## config.mk

```make
export PLATFORM = sky130hd
export DESIGN_NAME = wrp_core
export DESIGN_NICKNAME = d
export VERILOG_FILES = /design/src/wrp_pkg.sv /design/src/wrp_core.sv /design/src/wrp_ptr_reg.sv
export SDC_FILE = /design/constraint.sdc
export NUM_CORES = 1
export LEC_CHECK = 0
export ABC_AREA = 1
export BUFFER_PORTS_ARGS = -buffer_cell sky130_fd_sc_hd__buf_2
export CORE_ASPECT_RATIO = 1.25
export CORE_MARGIN = 1
export CORE_UTILIZATION = 45
export DETAILED_ROUTE_END_ITERATION = 6
export PLACE_DENSITY = 0.79
export SKIP_CTS_REPAIR_TIMING = 1
export SLEW_MARGIN = 15
export SYNTH_ARGS = -nofsm -noshare
export SYNTH_HDL_FRONTEND = slang
export SYNTH_SLANG_ARGS = --single-unit
```

## constraint.sdc

```tcl
create_clock -name clk_sys -period 1.5 [get_ports clk_sys]
set_input_delay 0.3 -clock clk_sys [delete_from_list [all_inputs] [get_ports clk_sys]]
set_output_delay 0.3 -clock clk_sys [all_outputs]
set_load 0.01 [all_outputs]
```

## src/wrp_pkg.sv

```systemverilog
// package: constants and types for the working register pointer block
// Summary of operation
// - larger variant has register file pages 0, 1, 2; pages 0-1 general purpose
// - smaller variants have only pages 0 and 2; page 1 absent
// - page 2 holds display data or general-purpose registers on all variants
// - pointers reached only by register addressing, no other addressing form
package wrp_pkg;
  localparam logic [7:0] WRP_PTR_A_ADDR = 8'hd6;
  localparam logic [7:0] WRP_PTR_B_ADDR = 8'hd7;
  localparam logic [7:0] WRP_PP_ADDR = 8'hdf;
  localparam logic [4:0] WRP_PTR_A_RESET = 5'h18;
  localparam logic [4:0] WRP_PTR_B_RESET = 5'h19;
  localparam logic [7:0] WRP_PP_RESET = 8'h00;
  localparam int WRP_PTR_LSB = 3;
  localparam int WRP_PAGE_W = 4;
  localparam logic [3:0] WRP_PAGE0 = 4'h0;
  localparam logic [3:0] WRP_PAGE1 = 4'h1;
  localparam logic [3:0] WRP_PAGE2 = 4'h2;
  typedef enum logic [1:0] {
    WRP_MODE_REG = 2'b00,
    WRP_MODE_INDIRECT = 2'b01,
    WRP_MODE_INDEXED = 2'b10,
    WRP_MODE_OTHER = 2'b11
  } wrp_mode_t;
endpackage : wrp_pkg

```

## src/wrp_core.sv

```systemverilog
// working register pointers, page select and register file page map
`timescale 1ns/1ps
`default_nettype none
module wrp_core #(
  parameter bit LARGE_VARIANT = 1'b1,
  parameter bit PAGE2_DISPLAY = 1'b1
) (
  // clock and reset
  input wire logic clk_sys,
  input wire logic rst_n,
  // register access from the core
  input wire logic [7:0] reg_addr,
  input wire wrp_pkg::wrp_mode_t reg_mode,
  input wire logic reg_wr,
  input wire logic reg_rd,
  input wire logic [7:0] reg_wdata,
  output logic [7:0] reg_rdata,
  output logic reg_hit,
  // working register lookup: 4-bit r-number to register file address
  input wire logic [3:0] work_sel,
  output logic [7:0] work_addr,
  // pointers and page map
  output logic [7:0] slice_base_a,
  output logic [7:0] slice_base_b,
  output logic [3:0] dst_page,
  output logic [3:0] src_page,
  output logic dst_page_valid,
  output logic src_page_valid,
  output logic dst_page_general,
  output logic src_page_general
);
  import wrp_pkg::*;

  logic [7:0] page_ptr;
  logic [7:0] next_rdata;
  logic [7:0] rdata_q;
  logic hit_q;

  // only register-form access reaches these registers; other modes fall through
  wire mode_ok = (reg_mode == WRP_MODE_REG);
  wire sel_a = mode_ok && (reg_addr == WRP_PTR_A_ADDR);
  wire sel_b = mode_ok && (reg_addr == WRP_PTR_B_ADDR);
  wire sel_pp = mode_ok && (reg_addr == WRP_PP_ADDR);
  wire any_sel = sel_a || sel_b || sel_pp;

  wrp_ptr_reg #(.RESET_VAL(WRP_PTR_A_RESET)) u_ptr_a (
    .clk_sys(clk_sys),
    .rst_n(rst_n),
    .wr_en(reg_wr && sel_a),
    .wr_data(reg_wdata),
    .value(slice_base_a)
  );

  wrp_ptr_reg #(.RESET_VAL(WRP_PTR_B_RESET)) u_ptr_b (
    .clk_sys(clk_sys),
    .rst_n(rst_n),
    .wr_en(reg_wr && sel_b),
    .wr_data(reg_wdata),
    .value(slice_base_b)
  );

  always_ff @(posedge clk_sys) begin
    if (!rst_n) begin
      page_ptr <= WRP_PP_RESET;
    end else if (reg_wr && sel_pp) begin
      page_ptr <= reg_wdata;
    end
  end

  // r0-r7 come from slice a, r8-r15 from slice b
  assign work_addr = work_sel[3] ? (slice_base_b | {5'h00, work_sel[2:0]})
                                 : (slice_base_a | {5'h00, work_sel[2:0]});

  assign dst_page = page_ptr[7:4];
  assign src_page = page_ptr[3:0];

  // page 1 exists only on the larger part; unknown pages are flagged, not remapped
  function automatic logic page_exists(input logic [3:0] pg);
    page_exists = (pg == WRP_PAGE0) || (pg == WRP_PAGE2) ||
                  (LARGE_VARIANT && (pg == WRP_PAGE1));
  endfunction : page_exists

  // page 2 is general purpose only when the display does not claim it
  function automatic logic page_general(input logic [3:0] pg);
    page_general = page_exists(pg) && ((pg != WRP_PAGE2) || !PAGE2_DISPLAY);
  endfunction : page_general

  assign dst_page_valid = page_exists(dst_page);
  assign src_page_valid = page_exists(src_page);
  assign dst_page_general = page_general(dst_page);
  assign src_page_general = page_general(src_page);

  assign next_rdata = sel_a ? slice_base_a :
                      sel_b ? slice_base_b :
                      sel_pp ? page_ptr : 8'h00;

  always_ff @(posedge clk_sys) begin
    if (!rst_n) begin
      rdata_q <= 8'h00;
      hit_q <= 1'b0;
    end else begin
      rdata_q <= reg_rd ? next_rdata : 8'h00;
      hit_q <= (reg_rd || reg_wr) && any_sel;
    end
  end
  assign reg_rdata = rdata_q;
  assign reg_hit = hit_q;

  // checks
  wrp_reset_a_a: assert property (@(posedge clk_sys)
    !rst_n |=> (slice_base_a == {WRP_PTR_A_RESET, 3'h0}) && (slice_base_b == {WRP_PTR_B_RESET, 3'h0}))
    else $error("pointer reset values wrong");

  low_bits_zero_a: assert property (@(posedge clk_sys) disable iff (!rst_n)
    (slice_base_a[2:0] == 3'h0) && (slice_base_b[2:0] == 3'h0))
    else $error("pointer low bits not zero");

  ptr_write_a: assert property (@(posedge clk_sys) disable iff (!rst_n)
    reg_wr && sel_b |=> slice_base_b == {$past(reg_wdata[7:3]), 3'h0})
    else $error("pointer b write lost");

  ptr_a_write_a: assert property (@(posedge clk_sys) disable iff (!rst_n)
    reg_wr && sel_a |=> slice_base_a == {$past(reg_wdata[7:3]), 3'h0})
    else $error("pointer a write lost");

  bad_mode_a: assert property (@(posedge clk_sys) disable iff (!rst_n)
    reg_wr && !mode_ok |=> $stable(slice_base_a) && $stable(slice_base_b))
    else $error("pointer changed by non-register access");

  // a pointer may move only through its own decoded write
  ptr_a_hold_a: assert property (@(posedge clk_sys) disable iff (!rst_n)
    !(reg_wr && sel_a) |=> $stable(slice_base_a))
    else $error("pointer a changed without write");

  ptr_b_hold_a: assert property (@(posedge clk_sys) disable iff (!rst_n)
    !(reg_wr && sel_b) |=> $stable(slice_base_b))
    else $error("pointer b changed without write");

  hit_mode_a: assert property (@(posedge clk_sys) disable iff (!rst_n)
    !mode_ok |=> !reg_hit && (reg_rdata == 8'h00))
    else $error("non-register access answered");

  write_hit_a: assert property (@(posedge clk_sys) disable iff (!rst_n)
    reg_wr && any_sel |=> reg_hit)
    else $error("write to block not acknowledged");

  miss_quiet_a: assert property (@(posedge clk_sys) disable iff (!rst_n)
    !any_sel |=> !reg_hit && (reg_rdata == 8'h00))
    else $error("unmapped access answered");

  // read data stands only in the cycle after a read
  no_read_zero_a: assert property (@(posedge clk_sys) disable iff (!rst_n)
    !reg_rd |=> reg_rdata == 8'h00)
    else $error("read data without read");

  read_back_a: assert property (@(posedge clk_sys) disable iff (!rst_n)
    reg_rd && !reg_wr && sel_a |=> reg_rdata == $past(slice_base_a) && reg_hit)
    else $error("pointer a readback wrong");

  read_b_back_a: assert property (@(posedge clk_sys) disable iff (!rst_n)
    reg_rd && !reg_wr && sel_b |=> reg_rdata == $past(slice_base_b) && reg_hit)
    else $error("pointer b readback wrong");

  rdata_low_a: assert property (@(posedge clk_sys) disable iff (!rst_n)
    reg_rd && (sel_a || sel_b) |=> reg_rdata[2:0] == 3'h0)
    else $error("pointer readback low bits set");

  pp_write_a: assert property (@(posedge clk_sys) disable iff (!rst_n)
    reg_wr && sel_pp |=> {dst_page, src_page} == $past(reg_wdata))
    else $error("page pointer write lost");

  pp_hold_a: assert property (@(posedge clk_sys) disable iff (!rst_n)
    !(reg_wr && sel_pp) |=> $stable(dst_page) && $stable(src_page))
    else $error("page pointer changed without write");

  read_pp_back_a: assert property (@(posedge clk_sys) disable iff (!rst_n)
    reg_rd && !reg_wr && sel_pp |=> reg_rdata == $past({dst_page, src_page}))
    else $error("page pointer readback wrong");

  page1_gone_a: assert property (@(posedge clk_sys) disable iff (!rst_n)
    !LARGE_VARIANT && dst_page == WRP_PAGE1 |-> !dst_page_valid)
    else $error("page 1 valid on small part");

  page1_small_src_a: assert property (@(posedge clk_sys) disable iff (!rst_n)
    !LARGE_VARIANT && src_page == WRP_PAGE1 |-> !src_page_valid && !src_page_general)
    else $error("source page 1 valid on small part");

  page1_large_a: assert property (@(posedge clk_sys) disable iff (!rst_n)
    LARGE_VARIANT && src_page == WRP_PAGE1 |-> src_page_valid && src_page_general)
    else $error("page 1 missing on large part");

  page0_a: assert property (@(posedge clk_sys) disable iff (!rst_n)
    dst_page == WRP_PAGE0 |-> dst_page_valid && dst_page_general)
    else $error("page 0 not general");

  // pages above 2 exist on no variant
  page_high_a: assert property (@(posedge clk_sys) disable iff (!rst_n)
    dst_page > WRP_PAGE2 |-> !dst_page_valid && !dst_page_general)
    else $error("nonexistent page flagged valid");

  page2_use_a: assert property (@(posedge clk_sys) disable iff (!rst_n)
    dst_page == WRP_PAGE2 |-> dst_page_valid && (dst_page_general == !PAGE2_DISPLAY))
    else $error("page 2 use wrong");

  src_page2_a: assert property (@(posedge clk_sys) disable iff (!rst_n)
    src_page == WRP_PAGE2 |-> src_page_valid && (src_page_general == !PAGE2_DISPLAY))
    else $error("source page 2 use wrong");

  work_map_a: assert property (@(posedge clk_sys) disable iff (!rst_n)
    work_sel[3] |-> work_addr[7:3] == slice_base_b[7:3])
    else $error("upper working registers not in slice b");

  work_low_a: assert property (@(posedge clk_sys) disable iff (!rst_n)
    !work_sel[3] |-> work_addr[7:3] == slice_base_a[7:3])
    else $error("lower working registers not in slice a");

  work_off_a: assert property (@(posedge clk_sys) disable iff (!rst_n)
    work_addr[2:0] == work_sel[2:0])
    else $error("working register offset wrong");

  write_a_c: cover property (@(posedge clk_sys) disable iff (!rst_n) reg_wr && sel_a);
  write_pp_c: cover property (@(posedge clk_sys) disable iff (!rst_n) reg_wr && sel_pp);
  read_b_c: cover property (@(posedge clk_sys) disable iff (!rst_n) reg_rd && sel_b);
  bad_mode_c: cover property (@(posedge clk_sys) disable iff (!rst_n) reg_wr && !mode_ok);
  page2_c: cover property (@(posedge clk_sys) disable iff (!rst_n) src_page == 4'h2);
endmodule : wrp_core
`default_nettype wire

```

## src/wrp_ptr_reg.sv

```systemverilog
// one working slice pointer: five stored bits, low three fixed at zero
`timescale 1ns/1ps
`default_nettype none
module wrp_ptr_reg #(
  parameter logic [4:0] RESET_VAL = 5'h00
) (
  // clock and reset
  input wire logic clk_sys,
  input wire logic rst_n,
  // write port
  input wire logic wr_en,
  input wire logic [7:0] wr_data,
  // value
  output logic [7:0] value
);
  logic [4:0] ptr;
  always_ff @(posedge clk_sys) begin
    if (!rst_n) begin
      ptr <= RESET_VAL;
    end else if (wr_en) begin
      ptr <= wr_data[7:3];
    end
  end
  assign value = {ptr, 3'h0};
endmodule : wrp_ptr_reg
`default_nettype wire

```

# Word-level counts from Yosys, hierarchy flattened
# Cells that the tools add are included.
dict set report op_classes {
  n_eq_ne 9
  n_mux 4
  reduce_logical 21
  bitwise_logic 5
}
# cell count
set op_table {}
lappend op_table {{8-bit 2-to-1 mux} 4}
lappend op_table {{8-bit equality test, second input constant} 3}
lappend op_table {{8-bit by 3-bit OR with 8-bit output} 2}
lappend op_table {{1-bit logical AND} 9}
lappend op_table {{4-bit by 1-bit equality test with 1-bit output, second input constant} 2}
lappend op_table {{4-bit by 2-bit equality test with 1-bit output, second input constant} 2}
lappend op_table {{4-bit logical NOT} 2}
lappend op_table {{4-bit by 2-bit inequality test with 1-bit output, second input constant} 2}
lappend op_table {{1-bit logical OR} 7}
lappend op_table {{5-bit OR reduction} 1}
lappend op_table {{1-bit inverter} 3}
lappend op_table {{2-bit logical NOT} 1}
lappend op_table {{2-bit AND reduction} 1}
dict set report totals {
  wordCells 45
  in_bits 26
  output_inout_bits 45
  ff_bits 27
}

# Logic depth before layout (Yosys ltp)
dict set report logic_depth {
  word_depth 5
  ltp_mapped 9
  mapped_depth_nobuf 8
}

# By module
# Synthesis repeated with hierarchy kept, for this count alone.
dict set report hier_totals {
  cells_unflattened 240
  area_unflattened_um2 1506.4
}
# module cells_each instances seq_area_each_um2 area_each_um2
set modules_own_cells {}
lappend modules_own_cells {wrp_core 178 1 340.3 1054.8}
lappend modules_own_cells {{wrp_ptr_reg (u_ptr_a)} 32 1 100.1 230.2}
lappend modules_own_cells {{wrp_ptr_reg (u_ptr_b)} 30 1 100.1 221.5}

# Least setup slack after synthesis
# OpenSTA, ideal clock, no wires.
dict set report synth_path {
  kind {in2reg}
  start {in reg_addr[5]}
  end {reg page_ptr[5]}
  required_ns 1.385
  arrival_time_ns 1.050
  setup_slack_ns 0.335
  n_path_buf 1
  path_stages 9
  setup_ns 0.115
  cell_sequence {inv_1 > nand2_2 > nor2_8 > nand2_4 > nor2_4 > buf_6 > nand3_1 > nand2_1 > nor2_1}
}
dict set report synth_via {
  elab_chain_cells 3
}
# item line_no
set synth_rtl {}
lappend synth_rtl {{start, declared} wrp_core.sv:12} ;# input wire logic [7:0] reg_addr,
lappend synth_rtl {{8-bit equality test} wrp_core.sv:43} ;# wire sel_pp = mode_ok && (reg_addr == WRP_PP_ADDR);
lappend synth_rtl {{1-bit logical AND} wrp_core.sv:43}
lappend synth_rtl {{1-bit logical AND} wrp_core.sv:65} ;# end else if (reg_wr && sel_pp) begin
lappend synth_rtl {{end signal, assigned} wrp_core.sv:66} ;# page_ptr <= reg_wdata;
lappend synth_rtl {{end, declared} wrp_core.sv:34} ;# logic [7:0] page_ptr;
# Every way passes these cells.
# A chain may end at the register's enable or synchronous reset.

# Worst setup path after layout
dict set report layout_path {
  start {reg page_ptr[2]}
  end {out src_page_general}
}
dict set report layout_via {
  elab_chain_cells 4
  word_cells_on_any_way 7
  classes_between {3 x eq/ne; 4 x reduce/logical}
}
# item line_no
set layout_rtl {}
lappend layout_rtl {{4-bit by 2-bit equality test with 1-bit output or 4-bit logical NOT (tied branches)} wrp_core.sv:79} ;# page_exists = (pg == WRP_PAGE0) || (pg == WRP_PAGE2) ||
lappend layout_rtl {{1-bit logical OR (2 in series)} wrp_core.sv:79}
lappend layout_rtl {{1-bit logical AND (*)} wrp_core.sv:85} ;# page_general = page_exists(pg) && ((pg != WRP_PAGE2) || !PAGE2_DISPLAY);
lappend layout_rtl {{end, declared} wrp_core.sv:30} ;# output logic src_page_general
# Every way passes the cells marked *; elsewhere a longest branch is shown, timed or not.

==> results.json <==
{
  "synth_commonest_cells": "nand2_1 (35), nor2_1 (28), dfxtp_1 (27)",
  "num-nets-final": 281,
  "drc": 0,
  "layout_worst_path_cycle_share_pct": 101,
  "clock_path_buffers": 2,
  "vias": 1475,
  "hold_class": "in2reg",
  "cp.arrival_ns": 1.21,
  "pre_cts_ws_ns": 0.0587,
  "insertion_delay_ns": 0.33,
  "synth-edff-count": 0,
  "cts_root_buf": "clkbuf_4",
  "rows": 22,
  "cts_made_buffers": 3,
  "dp_hpwl_um": 2560,
  "avgRoutedWirePerCell_um": 11.6,
  "dr_wl_met2_um": 1650,
  "num_io_pins": 71,
  "area_growth_pct": 24.8,
  "syn_inst": 198,
  "fin_crit_ns": 1.51,
  "synth_warnings": 0,
  "synth_top_area_cell": "dfxtp_1",
  "cts_tree": "done",
  "wl_met3_um": 180,
  "yosysUniqueCellTypes": 24,
  "synth_area_um2": 1420,
  "firstDrtPassIters": 4,
  "h-tree-depth": 1,
  "startpoint": "page_ptr[2]",
  "start_kind": "flip-flop",
  "grt_setup_unrepaired": "yes",
  "reg2reg_depth": 2,
  "timing.rr.start": "u_ptr_b.ptr[3]",
  "rr_endpoint": "reg_rdata[6]",
  "critPathCapture": "src_page_general",
  "clock_sink_count": 27,
  "syn_area_per_cell_um2": 7.17,
  "die_w_um": 52.2,
  "antenna_found_initial": 0,
  "yosys.area.top_type_share_pct": 38.1,
  "violations": "negative setup slack",
  "power_mw": 1.17,
  "synth_ff_type": "dfxtp_1",
  "final-setup-viol-count": 1,
  "hold_viol": 0,
  "gp_congestion": 0.916,
  "grt_overflow": 0,
  "hp-start": "reg_wdata[3]",
  "start_util_pct": 47.7,
  "met1_length_um": 1430,
  "crit_required_ns": 1.20,
  "skew_ns": 0.00523,
  "numPortBuffers": 58,
  "crit_path_end_kind": "primary output",
  "async_flop_share_pct": 0,
  "totalWireLength_um": 3370,
  "grt.total_usage_pct": 21.6,
  "top_layer": "met4",
  "criticalPathCategory": "reg2out",
  "core_um2": 2970,
  "vdd_drop_max_v": 0.000361,
  "drtIter0Drc": 26,
  "grt_pass1_vias": 1274,
  "via_per_inst": 5.09,
  "grt_pass1_wl_um": 5610,
  "final-max-slew-violation-count": 0,
  "p_leak_nw": 0.902,
  "placed_cells": 284,
  "grt_max_degree": 23,
  "fin_ws_ns": -0.0124,
  "die_height_um": 64.8,
  "worst_setup_hold_path_clk_slew_ns": 0.15,
  "drive_above_1_share_pct": 37.4,
  "max_cap_viol_count": 0,
  "crit_fanout": 4,
  "yosysSeqAreaShare_pct": 38.1,
  "fmax_mhz": 661,
  "status": "complete, but fails checks",
  "yosysMostFrequentCell": "nand2_1",
  "powerDensity_nw_per_um2": 664,
  "r2r_slack_ns": 0.62,
  "ant_nets": 0,
  "synthTopCellsByArea": "dfxtp_1 (38%), nand2_1 (9.3%), nor2_1 (7.4%), nand3_1 (6.3%), inv_1 (5.6%)",
  "ys_ff_latch": 27,
  "instances_no_fill": 290,
  "diodes": 0,
  "dieArea_um2": 3380
}
## layout make-up
cell class	instances	area (um^2)
multi-input cells	137	717
clock buffers	3	22.5
repair buffers	64	348
flip-flops and latches	27	548
well taps	36	45.0
inverters	22	82.6
clock inverters	1	7.51
fillers	290	1200
## sequential cells by signal, summed over array words and instances (netlist names)
name and count:
reg_rdata 8, u_ptr_b.ptr 5, page_ptr 8, reg_hit 1
u_ptr_a.ptr 5
## where the power goes
| part | internal, mW | switching [mW] |
|---|---|---|
| registers | 0.716 | 0.000382 |
| clock network | 0.102 | 0.228 |
| logic | 0.0453 | 0.0827 |
## worst min-delay path by stage
| stage | to | slack (ns) | depth (start not counted) |
|---|---|---|---|
| 2_1_floorplan | u_ptr_a.ptr[3] | 0.43 | 2 |
| 3_3_place_gp | reg_rdata[2] | 0.45 | 2 |
| 3_5_place_dp | reg_rdata[0] | 0.45 | 2 |
| 4_1_cts | u_ptr_b.ptr[0] | 0.19 | 3 |
| 5_1_grt | u_ptr_b.ptr[0] | 0.21 | 3 |
| 6_report | u_ptr_b.ptr[0] | 0.20 | 3 |
## cells in the final DEF (no fill, tap or decap), drive strengths merged
cell and n:
buf 64, conb 6, inv 22, nand3 19, nand2 39, dfxtp 27, nor2 34, nand4 8
o2111ai 4, clkbuf 3, mux2 5, a21oi 14, clkinvlp 1, or2 2, nor3 1, o21ai 5
## kinds of logic after synthesis
logic type,share of synthesized area [%]
muxes,3.97
AOI/OAI and AO/OA,9.17
DFF,38.1
buffers and inverters,13.9
and+or+nand+nor,34.6
other,0.264
## routing by layer
metal,up-vias,GRT usage (%)
met3,10,1.88
li1,738,-
met4,0,10.2
met1,668,28.8
met2,59,34.6
met5,-,0
## critical path: stages (launching register included)
cell and delay, ns:
dfxtp_2 0.37, or2_4 0.26, nor2_2 0.10, buf_2 0.16
## metrics by stage
step	hold slack [ns]	cell area (um^2)	TNS, ns	utilization [%]
floorplan	0.426	1440	0	-
global placement	0.449	1700	0	57.2
detailed placement	0.447	1700	0	57.2
CTS	0.194	1730	-0.199	58.2
global route	0.209	1770	-0.165	59.6
finish	0.197	1770	-0.0124	59.6
(Power assumes the default switching activity.)
